`config.mk`:
```
export PLATFORM = sky130hd
export DESIGN_NAME = tmrs_top
export DESIGN_NICKNAME = d
export VERILOG_FILES = /design/src/hw/tmrs_pkg.sv /design/src/hw/tmrs_top.sv
export VERILOG_INCLUDE_DIRS = /design/src /design/src/hw
export SDC_FILE = /design/constraint.sdc
export NUM_CORES = 1
export LEC_CHECK = 0
export BUFFER_PORTS_ARGS = -buffer_cell sky130_fd_sc_hd__buf_2
export CORE_MARGIN = 2
export CORE_UTILIZATION = 28
export DETAILED_ROUTE_END_ITERATION = 10
export GPL_ROUTABILITY_DRIVEN = 0
export SKIP_CTS_REPAIR_TIMING = 1
export SYNTH_ARGS = -nofsm -noshare
export SYNTH_HDL_FRONTEND = slang
export SYNTH_SLANG_ARGS = --single-unit
```
`constraint.sdc`:
```
create_clock -name clock -period 3.25 [get_ports clock]
set_input_delay 0.1625 -clock clock [delete_from_list [all_inputs] [get_ports clock]]
set_output_delay 0.1625 -clock clock [all_outputs]
set_load 0.1 [all_outputs]
```
`src/hw/tmrs_consts.svh`:
```
// constants of the timer register set: offsets, fields, resets, timings
// assumes inclusion by bare name from the top module
`ifndef TMRS_CONSTS_SVH
`define TMRS_CONSTS_SVH
// printed offsets are not all multiples of four: these are indices, byte address = 4 * index
`define TMRS_IDX_COUNT      8'h01
`define TMRS_IDX_INTCTL_LO  8'h0b
`define TMRS_IDX_INTCTL_HI  8'h8b
`define TMRS_IDX_OPTIONS    8'h81
`define TMRS_IDX_DIR        8'h85
`define TMRS_IDX_CONTROL    8'hc0
`define TMRS_IDX_STATUS     8'hc1
`define TMRS_IDX_MASK       8'hc2
// interrupt control fields
`define TMRS_IC_OVF_EN      5
`define TMRS_IC_OVF_FLAG    2
`define TMRS_IC_RESET       8'h00
// option fields
`define TMRS_OPT_SRC        5
`define TMRS_OPT_EDGE       4
`define TMRS_OPT_ASSIGN     3
`define TMRS_OPT_RESET      8'hff
// direction register
`define TMRS_DIR_WIDTH      5
`define TMRS_DIR_RESET      5'h1f
// control register bits (write one to act, read zero)
`define TMRS_CTL_WD_CLEAR   0
`define TMRS_CTL_POR        1
// status / mask bits
`define TMRS_EV_OVF         0
`define TMRS_EV_WD          1
`define TMRS_EV_WIDTH       2
// watchdog base period
`define TMRS_WD_BASE_NS     18000000
`define TMRS_CLK_NS         100
`endif

```
`src/hw/tmrs_pkg.sv`:
```
// types shared by the timer register set
// assumes tmrs_consts.svh is on the include path
package tmrs_pkg;
   typedef enum logic [1:0] {
      TMRS_APB_IDLE,
      TMRS_APB_SETUP,
      TMRS_APB_ACCESS
   } tmrs_apb_type;
endpackage

```
`src/hw/tmrs_top.sv`:
```
// timer/counter register set with shared prescaler/watchdog, apb slave
// assumes a 10 MHz clock; the external count pin is asynchronous
//
// Local design decision: the APB slave port.
`timescale 1ns/1ps
`include "tmrs_consts.svh"
module tmrs_top #(
   parameter int WD_BASE_CYCLES = `TMRS_WD_BASE_NS / `TMRS_CLK_NS
) (
   input  wire logic        clock,
   input  wire logic        rstn,
   input  wire logic        psel,
   input  wire logic        penable,
   input  wire logic        pwrite,
   input  wire logic [11:0] paddr,
   input  wire logic [31:0] pwdata,
   output logic             pready,
   output logic [31:0]      prdata,
   output logic             pslverr,
   input  wire logic        count_pin,
   output logic             irq,
   output logic             watchdog_reset,
   output logic [4:0]       port_a_direction
);
   // a base period under two cycles leaves the tick compare with no room to count
   if (WD_BASE_CYCLES < 2) begin : g_bad_base
      $error("watchdog base period too short");
   end

   ////////////////////////////////////////////////////////////////////////
   // reset release and pin synchroniser
   logic       rst_meta_q;
   logic       rst_sync_q;
   logic       rst_n;
   logic [1:0] pin_sync_q;
   logic       pin_prev_q;

   always_ff @(posedge clock or negedge rstn) begin
      if (!rstn) begin
         rst_meta_q <= 1'b0;
         rst_sync_q <= 1'b0;
      end else begin
         rst_meta_q <= 1'b1;
         rst_sync_q <= rst_meta_q;
      end
   end
   assign rst_n = rst_sync_q;

   always_ff @(posedge clock or negedge rst_n) begin
      if (!rst_n) begin
         pin_sync_q <= 2'h0;
         pin_prev_q <= 1'b0;
      end else begin
         pin_sync_q <= {pin_sync_q[0], count_pin};
         pin_prev_q <= pin_sync_q[1];
      end
   end

   ////////////////////////////////////////////////////////////////////////
   // apb decode
   function automatic logic is_idx(input logic [11:0] a, input logic [7:0] idx);
      return a == {2'h0, idx, 2'h0};
   endfunction

   tmrs_pkg::tmrs_apb_type apb_q;
   tmrs_pkg::tmrs_apb_type apb_d;
   logic access_w;
   logic wr_w;
   logic rd_w;
   // ready only follows a seen setup, so the phase check keeps a stray ready harmless
   assign access_w = psel && penable && pready && (apb_q == tmrs_pkg::TMRS_APB_SETUP);
   assign wr_w     = access_w && pwrite;
   assign rd_w     = access_w && !pwrite;

   logic hit_count;
   logic hit_ic;
   logic hit_opt;
   logic hit_dir;
   logic hit_ctl;
   logic hit_stat;
   logic hit_mask;
   assign hit_count = is_idx(paddr, `TMRS_IDX_COUNT);
   assign hit_ic    = is_idx(paddr, `TMRS_IDX_INTCTL_LO) || is_idx(paddr, `TMRS_IDX_INTCTL_HI);
   assign hit_opt   = is_idx(paddr, `TMRS_IDX_OPTIONS);
   assign hit_dir   = is_idx(paddr, `TMRS_IDX_DIR);
   assign hit_ctl   = is_idx(paddr, `TMRS_IDX_CONTROL);
   assign hit_stat  = is_idx(paddr, `TMRS_IDX_STATUS);
   assign hit_mask  = is_idx(paddr, `TMRS_IDX_MASK);
   logic hit_any;
   assign hit_any = hit_count | hit_ic | hit_opt | hit_dir | hit_ctl | hit_stat | hit_mask;

   // bus phase as sampled at the coming edge; ready answers one cycle after setup
   always_comb begin
      if (!psel) begin
         apb_d = tmrs_pkg::TMRS_APB_IDLE;
      end else if (!penable) begin
         apb_d = tmrs_pkg::TMRS_APB_SETUP;
      end else begin
         apb_d = tmrs_pkg::TMRS_APB_ACCESS;
      end
   end

   ////////////////////////////////////////////////////////////////////////
   // register state
   logic [7:0]  count_q;
   logic [7:0]  count_d;
   logic [7:0]  ic_q;
   logic [7:0]  ic_d;
   logic [7:0]  opt_q;
   logic [7:0]  opt_d;
   logic [4:0]  dir_q;
   logic [4:0]  dir_d;
   logic [7:0]  pre_q;
   logic [7:0]  pre_d;
   logic [1:0]  inhibit_q;
   logic [1:0]  inhibit_d;
   logic [31:0] wd_base_q;
   logic [31:0] wd_base_d;
   logic        wd_rst_q;
   logic        wd_rst_d;
   logic [1:0]  stat_q;
   logic [1:0]  stat_d;
   logic [1:0]  mask_q;
   logic [1:0]  mask_d;
   logic        por_q;
   logic        por_d;
   logic        pready_q;
   logic        pready_d;
   logic [31:0] prdata_q;
   logic [31:0] prdata_d;
   logic        pslverr_q;
   logic        pslverr_d;
   logic        irq_q;
   logic        irq_d;

   logic        wd_clear;
   logic        count_wr;
   logic        src_tick;
   logic        pre_out;
   logic        timer_tick;
   logic        ovf;
   logic        wd_tick;
   logic [7:0]  ratio_mask;
   logic [31:0] rdata_w;

   ////////////////////////////////////////////////////////////////////////
   // count source and prescaler taps
   always_comb begin
      wd_clear   = wr_w && hit_ctl && pwdata[`TMRS_CTL_WD_CLEAR];
      count_wr   = wr_w && hit_count;
      // instruction clock or chosen pin edge
      src_tick   = opt_q[`TMRS_OPT_SRC]
                 ? (opt_q[`TMRS_OPT_EDGE] ? (pin_prev_q && !pin_sync_q[1])
                                          : (!pin_prev_q && pin_sync_q[1]))
                 : 1'b1;
      // ratio 1:2 .. 1:256 as low bits all set
      ratio_mask = 8'hff >> (3'd7 - opt_q[2:0]);
      pre_out    = (pre_q & ratio_mask) == ratio_mask;
      timer_tick = opt_q[`TMRS_OPT_ASSIGN] ? src_tick : (src_tick && pre_out);
      ovf        = timer_tick && (inhibit_q == 2'h0) && (count_q == 8'hff) && !count_wr;
      wd_tick    = wd_base_q == 32'(WD_BASE_CYCLES - 1);
   end

   ////////////////////////////////////////////////////////////////////////
   // count register and shared prescaler
   // a count write wins over a pending increment and, while the prescaler is on the timer, restarts it
   always_comb begin
      count_d   = count_q;
      inhibit_d = (inhibit_q != 2'h0) ? inhibit_q - 2'h1 : 2'h0;
      pre_d     = pre_q;
      if (count_wr) begin
         count_d   = pwdata[7:0];
         inhibit_d = 2'h2;
      end else if (timer_tick && inhibit_q == 2'h0) begin
         count_d = count_q + 8'h01;
      end
      if (!opt_q[`TMRS_OPT_ASSIGN]) begin
         if (count_wr) pre_d = 8'h00;
         else if (src_tick) pre_d = pre_q + 8'h01;
      end else begin
         if (wd_clear) pre_d = 8'h00;
         else if (wd_tick) pre_d = pre_q + 8'h01;
      end
   end

   ////////////////////////////////////////////////////////////////////////
   // watchdog base counter and timeout pulse
   always_comb begin
      wd_base_d = wd_tick ? 32'h0000_0000 : wd_base_q + 32'h0000_0001;
      wd_rst_d  = 1'b0;
      if (wd_clear) begin
         wd_base_d = 32'h0000_0000;
      end else if (wd_tick) begin
         // watchdog without prescaler fires every base period
         if (!opt_q[`TMRS_OPT_ASSIGN] || pre_out) wd_rst_d = 1'b1;
      end
   end

   ////////////////////////////////////////////////////////////////////////
   // software writes; hardware set wins over a clear in the same cycle
   always_comb begin
      ic_d   = ic_q;
      opt_d  = opt_q;
      dir_d  = dir_q;
      stat_d = stat_q;
      mask_d = mask_q;
      por_d  = por_q;
      if (wr_w && hit_ic)  ic_d  = pwdata[7:0];
      if (wr_w && hit_opt) opt_d = pwdata[7:0];
      if (wr_w && hit_dir) dir_d = pwdata[4:0];
      if (wr_w && hit_mask) mask_d = pwdata[1:0];
      if (wr_w && hit_stat) stat_d = stat_q & ~pwdata[1:0];
      if (wr_w && hit_ctl && pwdata[`TMRS_CTL_POR]) por_d = 1'b1;
      if (ovf) begin
         ic_d[`TMRS_IC_OVF_FLAG] = 1'b1;
         stat_d[`TMRS_EV_OVF]    = 1'b1;
      end
      if (wd_rst_q) stat_d[`TMRS_EV_WD] = 1'b1;
   end

   ////////////////////////////////////////////////////////////////////////
   // read mux and bus answer
   always_comb begin
      rdata_w = 32'h0000_0000;
      if (hit_count) rdata_w[7:0] = count_q;
      if (hit_ic)    rdata_w[7:0] = ic_q;
      if (hit_opt)   rdata_w[7:0] = opt_q;
      if (hit_dir)   rdata_w[4:0] = dir_q;
      if (hit_stat)  rdata_w[1:0] = stat_q;
      if (hit_mask)  rdata_w[1:0] = mask_q;
      // no wait state; read data is registered during setup
      pready_d  = (apb_d == tmrs_pkg::TMRS_APB_SETUP);
      prdata_d  = (psel && !penable && !pwrite) ? rdata_w : prdata_q;
      pslverr_d = psel && !penable && !hit_any;
      if (rd_w) prdata_d = prdata_q;
      irq_d = |(stat_d & mask_d);
   end

   ////////////////////////////////////////////////////////////////////////
   // registers
   // count keeps its value on every reset but power-on, which is a write of one to control bit 1
   // no reset here: the count must survive every reset but the power-on strobe
   always_ff @(posedge clock) begin
      if (por_q) begin
         count_q <= 8'h00;
      end else begin
         count_q <= count_d;
      end
   end

   always_ff @(posedge clock or negedge rst_n) begin
      if (!rst_n) begin
         ic_q      <= `TMRS_IC_RESET;
         opt_q     <= `TMRS_OPT_RESET;
         dir_q     <= `TMRS_DIR_RESET;
         pre_q     <= 8'h00;
         inhibit_q <= 2'h0;
         wd_base_q <= 32'h0000_0000;
         apb_q     <= tmrs_pkg::TMRS_APB_IDLE;
         wd_rst_q  <= 1'b0;
         stat_q    <= 2'h0;
         mask_q    <= 2'h0;
         por_q     <= 1'b0;
         pready_q  <= 1'b0;
         prdata_q  <= 32'h0000_0000;
         pslverr_q <= 1'b0;
         irq_q     <= 1'b0;
      end else begin
         ic_q      <= ic_d;
         opt_q     <= opt_d;
         dir_q     <= dir_d;
         pre_q     <= pre_d;
         inhibit_q <= inhibit_d;
         wd_base_q <= wd_base_d;
         apb_q     <= apb_d;
         wd_rst_q  <= wd_rst_d;
         stat_q    <= stat_d;
         mask_q    <= mask_d;
         por_q     <= por_d & ~por_q;
         pready_q  <= pready_d;
         prdata_q  <= prdata_d;
         pslverr_q <= pslverr_d;
         irq_q     <= irq_d;
      end
   end

   assign pready           = pready_q;
   assign prdata           = prdata_q;
   assign pslverr          = pslverr_q;
   assign irq              = irq_q;
   assign watchdog_reset   = wd_rst_q;
   assign port_a_direction = dir_q;
endmodule // tmrs_top

```
After elaboration in Yosys (flattened, before gate mapping)
Index checks and enable logic that the tools add are counted.
- multiplexer cells: 32
- equal/unequal tests: 14
- $add $sub $neg: 5
- shift-type cells: 1
- reductions and logical operators: 40
- bitwise operators: 13
- operator list (kind ; number):
    $mux 8 ; 10
    $eq 12x10->1 const B ; 6
    $mux 32 ; 2
    $add 32x1->32 const B ; 1
    $eq 32x18->1 const B ; 1
    $logic_and 1x1->1 ; 23
    $add 8x1->8 const B ; 2
    $mux 2 ; 8
    $eq 12x3->1 const B ; 1
    $eq 12x6->1 const B ; 1
    $mux 1 ; 10
    $and 8x8->8 ; 1
    $eq 8x8->1 ; 1
    $eq 8x8->1 const B ; 1
    $shr 8x3->8 const A ; 1
    $logic_not 1->1 ; 7
    $or 1x1->1 ; 6
    $reduce_bool 2->1 ; 3
    $mux 5 ; 1
    $and 2x2->2 ; 2
    $eq 2x1->1 const B ; 2
    $reduce_and 2->1 ; 2
    $mux 3 ; 1
    $ne 3x1->1 const B ; 1
    other kinds (9) ; 11
- output and inout bits: 41
- bits of input ports: 50
- register bits after elaboration: 95
- logic and storage cells: 126

Logic depth before layout (Yosys ltp)
- word-level depth: 12
- depth in mapped cells: 8

Least setup slack after synthesis
Ideal clock, no wire load.
- path type: flip-flop to flip-flop
- start: register pready_q (netlist: pready)
- end: register pre_q[0]
- cell stages (with the launch flop): 8
- library setup time: 0.125 ns
- slack: 0.634 ns
- arrival time: 2.491 ns
- cell sequence: dfrtp_1 and4b_1 clkbuf_1 and2_0 clkbuf_1 a21oi_1 a21oi_1 mux2_2
- cells in the longest elaborated chain, start to end: 7
- elaborated cells on any way between the ends: 12
- those cells by class: eq/ne (1); mux (3); reduce/logical (8)
- RTL lines (element ; RTL line ; RTL):
    start: declaration ; tmrs_top.sv:127 ; logic pready_q;
    start signal: assignment ; tmrs_top.sv:280 ; pready_q <= pready_d;
    $logic_and 1x1->1 (*) (2 in a row) ; tmrs_top.sv:71 ; assign access_w = psel && penable && pready && (apb_q == tmrs_pkg::TMRS_APB_SETUP);
    $logic_and 1x1->1 (*) ; tmrs_top.sv:72 ; assign wr_w = access_w && pwrite;
    $logic_and 1x1->1 (2 in a row) ; tmrs_top.sv:149 ; wd_clear = wr_w && hit_ctl && pwdata[`TMRS_CTL_WD_CLEAR];
    $ne 3x1->1 (no source line) or $mux 8 (tied branches) ; -- ;
    $reduce_and 2->1 (no source line) or $mux 8 (tied branches) ; -- ;
    end signal: assignment ; tmrs_top.sv:272 ; pre_q <= pre_d;
    end: declaration ; tmrs_top.sv:113 ; logic [7:0] pre_q;
Every way passes the cells marked *; elsewhere a longest branch is shown, timed or not.
A chain may end at the register's enable or synchronous reset.

Worst setup path after layout
- start: register opt_q[2]
- end: register count_q[4]
- cells in the longest elaborated chain, start to end: 8
- RTL lines (element ; RTL line ; RTL):
    start: declaration ; tmrs_top.sv:109 ; logic [7:0] opt_q;
    start signal: assignment ; tmrs_top.sv:254 ; opt_q <= `TMRS_OPT_RESET;
    start signal: assignment ; tmrs_top.sv:270 ; opt_q <= opt_d;
    $sub 3x3->3 (*) ; tmrs_top.sv:157 ; ratio_mask = 8'hff >> (3'd7 - opt_q[2:0]);
    $shr 8x3->8 (*) ; tmrs_top.sv:157 ;
    $and 8x8->8 ; tmrs_top.sv:158 ; pre_out = (pre_q & ratio_mask) == ratio_mask;
    $eq 8x8->1 (*) ; tmrs_top.sv:158 ;
    $logic_and 1x1->1 (*) ; tmrs_top.sv:159 ; timer_tick = opt_q[`TMRS_OPT_ASSIGN] ? src_tick : (src_tick && pre_out);
    $mux 1 (*) ; tmrs_top.sv:159 ;
    $logic_and 1x1->1 (*) ; tmrs_top.sv:174 ; end else if (timer_tick && inhibit_q == 2'h0) begin
    $reduce_bool 2->1 (no source line) (*) ; -- ;
    end signal: assignment ; tmrs_top.sv:247 ; count_q <= count_d;
    end: declaration ; tmrs_top.sv:105 ; logic [7:0] count_q;
Marks and branches as above.

==> impl_metrics.json <==
{
  "cts_tree": "done",
  "rows": 49,
  "die_area_um2": 19300,
  "vias_per_cell": 4.98,
  "clk_latency_ns": 0.36,
  "hold_viol": 0,
  "drt-initial-drc-count": 272,
  "wirelength_um": 11900,
  "slowest_stage": "a41oi_1",
  "synthXorXnorAreaFrac_pct": 3.95,
  "worst_pin_slew_ns": 0.855,
  "synthCells": 519,
  "grt_setup_unrepaired": "no",
  "post-dp-hpwl_um": 8590,
  "core_um2": 17900,
  "fmax_mhz": 417,
  "path_buf_inv": 1,
  "setup_ws_ns": 0.854,
  "synth_top_family_by_area": "simple AND/OR/NAND/NOR gates",
  "start_kind": "flop",
  "setup_violations": 0,
  "cts_root_buf": "clkbuf_16",
  "cts_max_path_buffers": 2,
  "synth_compound_gate_area_share_pct": 11.7,
  "post-route-drc-count": 0,
  "grt.total_usage_pct": 12.8,
  "fin_setup_tns_ns": 0,
  "path_clk_slew_ns": 0.07,
  "ios": 91,
  "vdd_drop_max_uv": 265,
  "final_util_pct": 32.6,
  "nNetsFinal": 618,
  "synth_edf_count": 0,
  "yosysTopAreaCellShare_pct": 35.8,
  "critical_path_class": "reg -> reg",
  "timing.slew.headroom_pct": 42.3,
  "required_ns": 3.51,
  "async_flop_share_pct": 91.5,
  "crit_fanout": 13,
  "synth_simple_gate_area_share_pct": 25.1,
  "holdPathStages": 2,
  "grt_pass1_vias": 3973,
  "netlist_area_um2": 5100,
  "grt_pass1_wl_um": 20200,
  "status": "complete, no violations",
  "instances_no_fill": 800,
  "die_w_um": 139,
  "endpoint_kind": "flop",
  "whs_ns": 0.0546,
  "cp.depth": 5,
  "pre_cts_ws_ns": 0.740,
  "routedWlPerCell_um": 14.9,
  "powerDensity_nw_per_um2": 509,
  "antenna_found_initial": 1,
  "ys_types": 70,
  "synth_area_leaders": "dfrtp_1 (36%), dfstp_2 (6.7%), mux2_2 (4.4%), nor2_1 (3.9%), buf_4 (3.8%)",
  "fin_crit_sh_pct": 73.7,
  "dr.pass1.iters": 6,
  "hp-class": "in -> reg",
  "syn2layout_area_growth_pct": 14.3,
  "initial_utilization_pct": 28.5,
  "synth_warnings": 0,
  "report.final.slew_viol_count": 0,
  "portBuffers": 42,
  "yosys-mux-area-fraction_pct": 5.98,
  "grt_overflow": 0,
  "cts_buffers": 9,
  "period_needed_ns": 2.40,
  "cp_cell_sequence": "inv_1 > o32a_1 > a41oi_1 > o21ai_0 > a311oi_1",
  "placed_cells": 781,
  "cap_violations": 0,
  "critical-path-top-delay-family": "compound AO/OA/AOI/OAI gates",
  "htreeDepth": 3,
  "ant_nets": 0,
  "synth_ff_type": "dfrtp_1",
  "grt_max_degree": 40,
  "vias": 3983,
  "ys_seq_area_share_pct": 45.6,
  "finClkSkew_ns": 0.00950,
  "synth_largest_area_cell": "dfrtp_1",
  "drive_above_1_share_pct": 20.7,
  "cp_data_arrival_time_ns": 2.65,
  "max_stage_delay_ns": 0.72,
  "die_y_um": 139,
  "syn_area_per_cell_um2": 9.83,
  "r2r_cells": 5,
  "p_leak_nw": 2.55,
  "ys_seq_elements": 94,
  "synthAdderAreaFrac_pct": 0.736,
  "clock-sinks": 94
}
[metal layers]
layer | GRT usage [%] | vias to the layer above | part of all wire, %
met5 | 0 | - | 0
met3 | 3.18 | 12 | 3.9
met4 | 5.32 | 0 | 1.6
met2 | 19.7 | 87 | 45
met1 | 17.2 | 1928 | 49
li1 | - | 1956 | -
[registers in the layout, summed over array words and instances, names as in the netlist, 2 cells and up]
register / flops
wd_base_q: 32
port_a_direction: 5
mask_q: 2
count_q: 8
pre_q: 8
ic_q: 8
prdata: 8
inhibit_q: 2
pin_sync_q: 2
stat_q: 2
opt_q: 8
[cell usage after synthesis (3+ instances only)]
master and number:
dfxtp_1 8, clkbuf_1 11, a311oi_1 7, xor2_1 16, ha_1 3, dfrtp_1 73, a21oi_1 8, and3_1 12
a21o_1 3, nor3_1 7, dfstp_2 13, nor4b_1 3, and2_1 4, a21boi_0 3, o21ai_0 16, nor2_1 53
nand2_1 37, mux2i_1 8, a222oi_1 8, mux2_2 20, nand4_1 20, xnor2_1 7, a211oi_1 7, buf_4 26
or4_1 4, buf_2 3, o31ai_1 4, nor4_1 13, nand2b_1 6, inv_1 20, nand3_1 20, and4_1 9
or3_1 12, o32a_1 3
[cells in the final DEF, fill, tap and decap left out, drive strengths merged, types with 7 or more instances in the layout]
master and count:
a211oi 7, a21oi 8, a222oi 8, a311oi 7, and3 12, and4 9
buf 53, clkbuf 11, conb 25, dfrtp 73, dfstp 13, dfxtp 8
inv 20, mux2 20, mux2i 8, nand2 39, nand3 21, nand4 20
nor2 53, nor3 8, nor4 17, o21ai 16, or3 12, xnor2 7
xor2 16
[power by group]
group          internal [mW]  leakage, nW  total [mW]  switching (mW)
registers               1.27         1.15        1.39           0.121
clock network          0.617        0.142        1.07           0.457
logic                  0.150         1.25       0.505           0.355
total                   2.03         2.55        2.97           0.933
[final timing paths]
path                                      start  slack, ns                      end
min in group asynchronous                  rstn       0.13          rst_n$_DFF_PN0_
setup / recovery           opt_q[2]$_DFFE_PN1P_       0.85  count_q[4]$_SDFFE_PP0P_
hold / removal                          penable       0.05       apb_q[1]$_DFF_PN0_
hold reg to reg                 rst_n$_DFF_PN0_       0.31      stat_q[0]$_DFF_PN0_
setup reg to reg           opt_q[2]$_DFFE_PN1P_       0.85  count_q[4]$_SDFFE_PP0P_
max in group asynchronous       rst_n$_DFF_PN0_       2.20  wd_base_q[12]$_DFF_PN0_
[logic make-up (layout without fill, tap and decap cells)]
group | after synthesis | after routing
multiplexers | 28 | 28
buffers and inverters | 63 | 91
AND/OR/NAND/NOR | 226 | 226
adder cells (fa/ha/maj) | 3 | 3
XOR/XNOR | 23 | 23
AO/OA/AOI/OAI | 80 | 80
flip-flops | 94 | 94
other | 2 | 26
[per-stage QoR]
| stage | total power, mW | cell area (µm²) |
|---|---|---|
| floorplan | 1.82 | 5190 |
| global placement | 1.90 | 5510 |
| detailed placement | 1.91 | 5510 |
| CTS | 3.00 | 5810 |
| global route | 3.10 | 5830 |
| finish | 2.97 | 5830 |
[layout make-up]
type	instances	area [µm²]
tap	229	287
fill	1849	12100
antenna	1	2.50
clock buffer	11	243
inverter	20	75.1
clock inverter	5	58.8
timing repair buffer	55	313
multi-input combinational	385	2520
sequential	94	2330
Note: power is estimated with default switching activity, not from simulation.
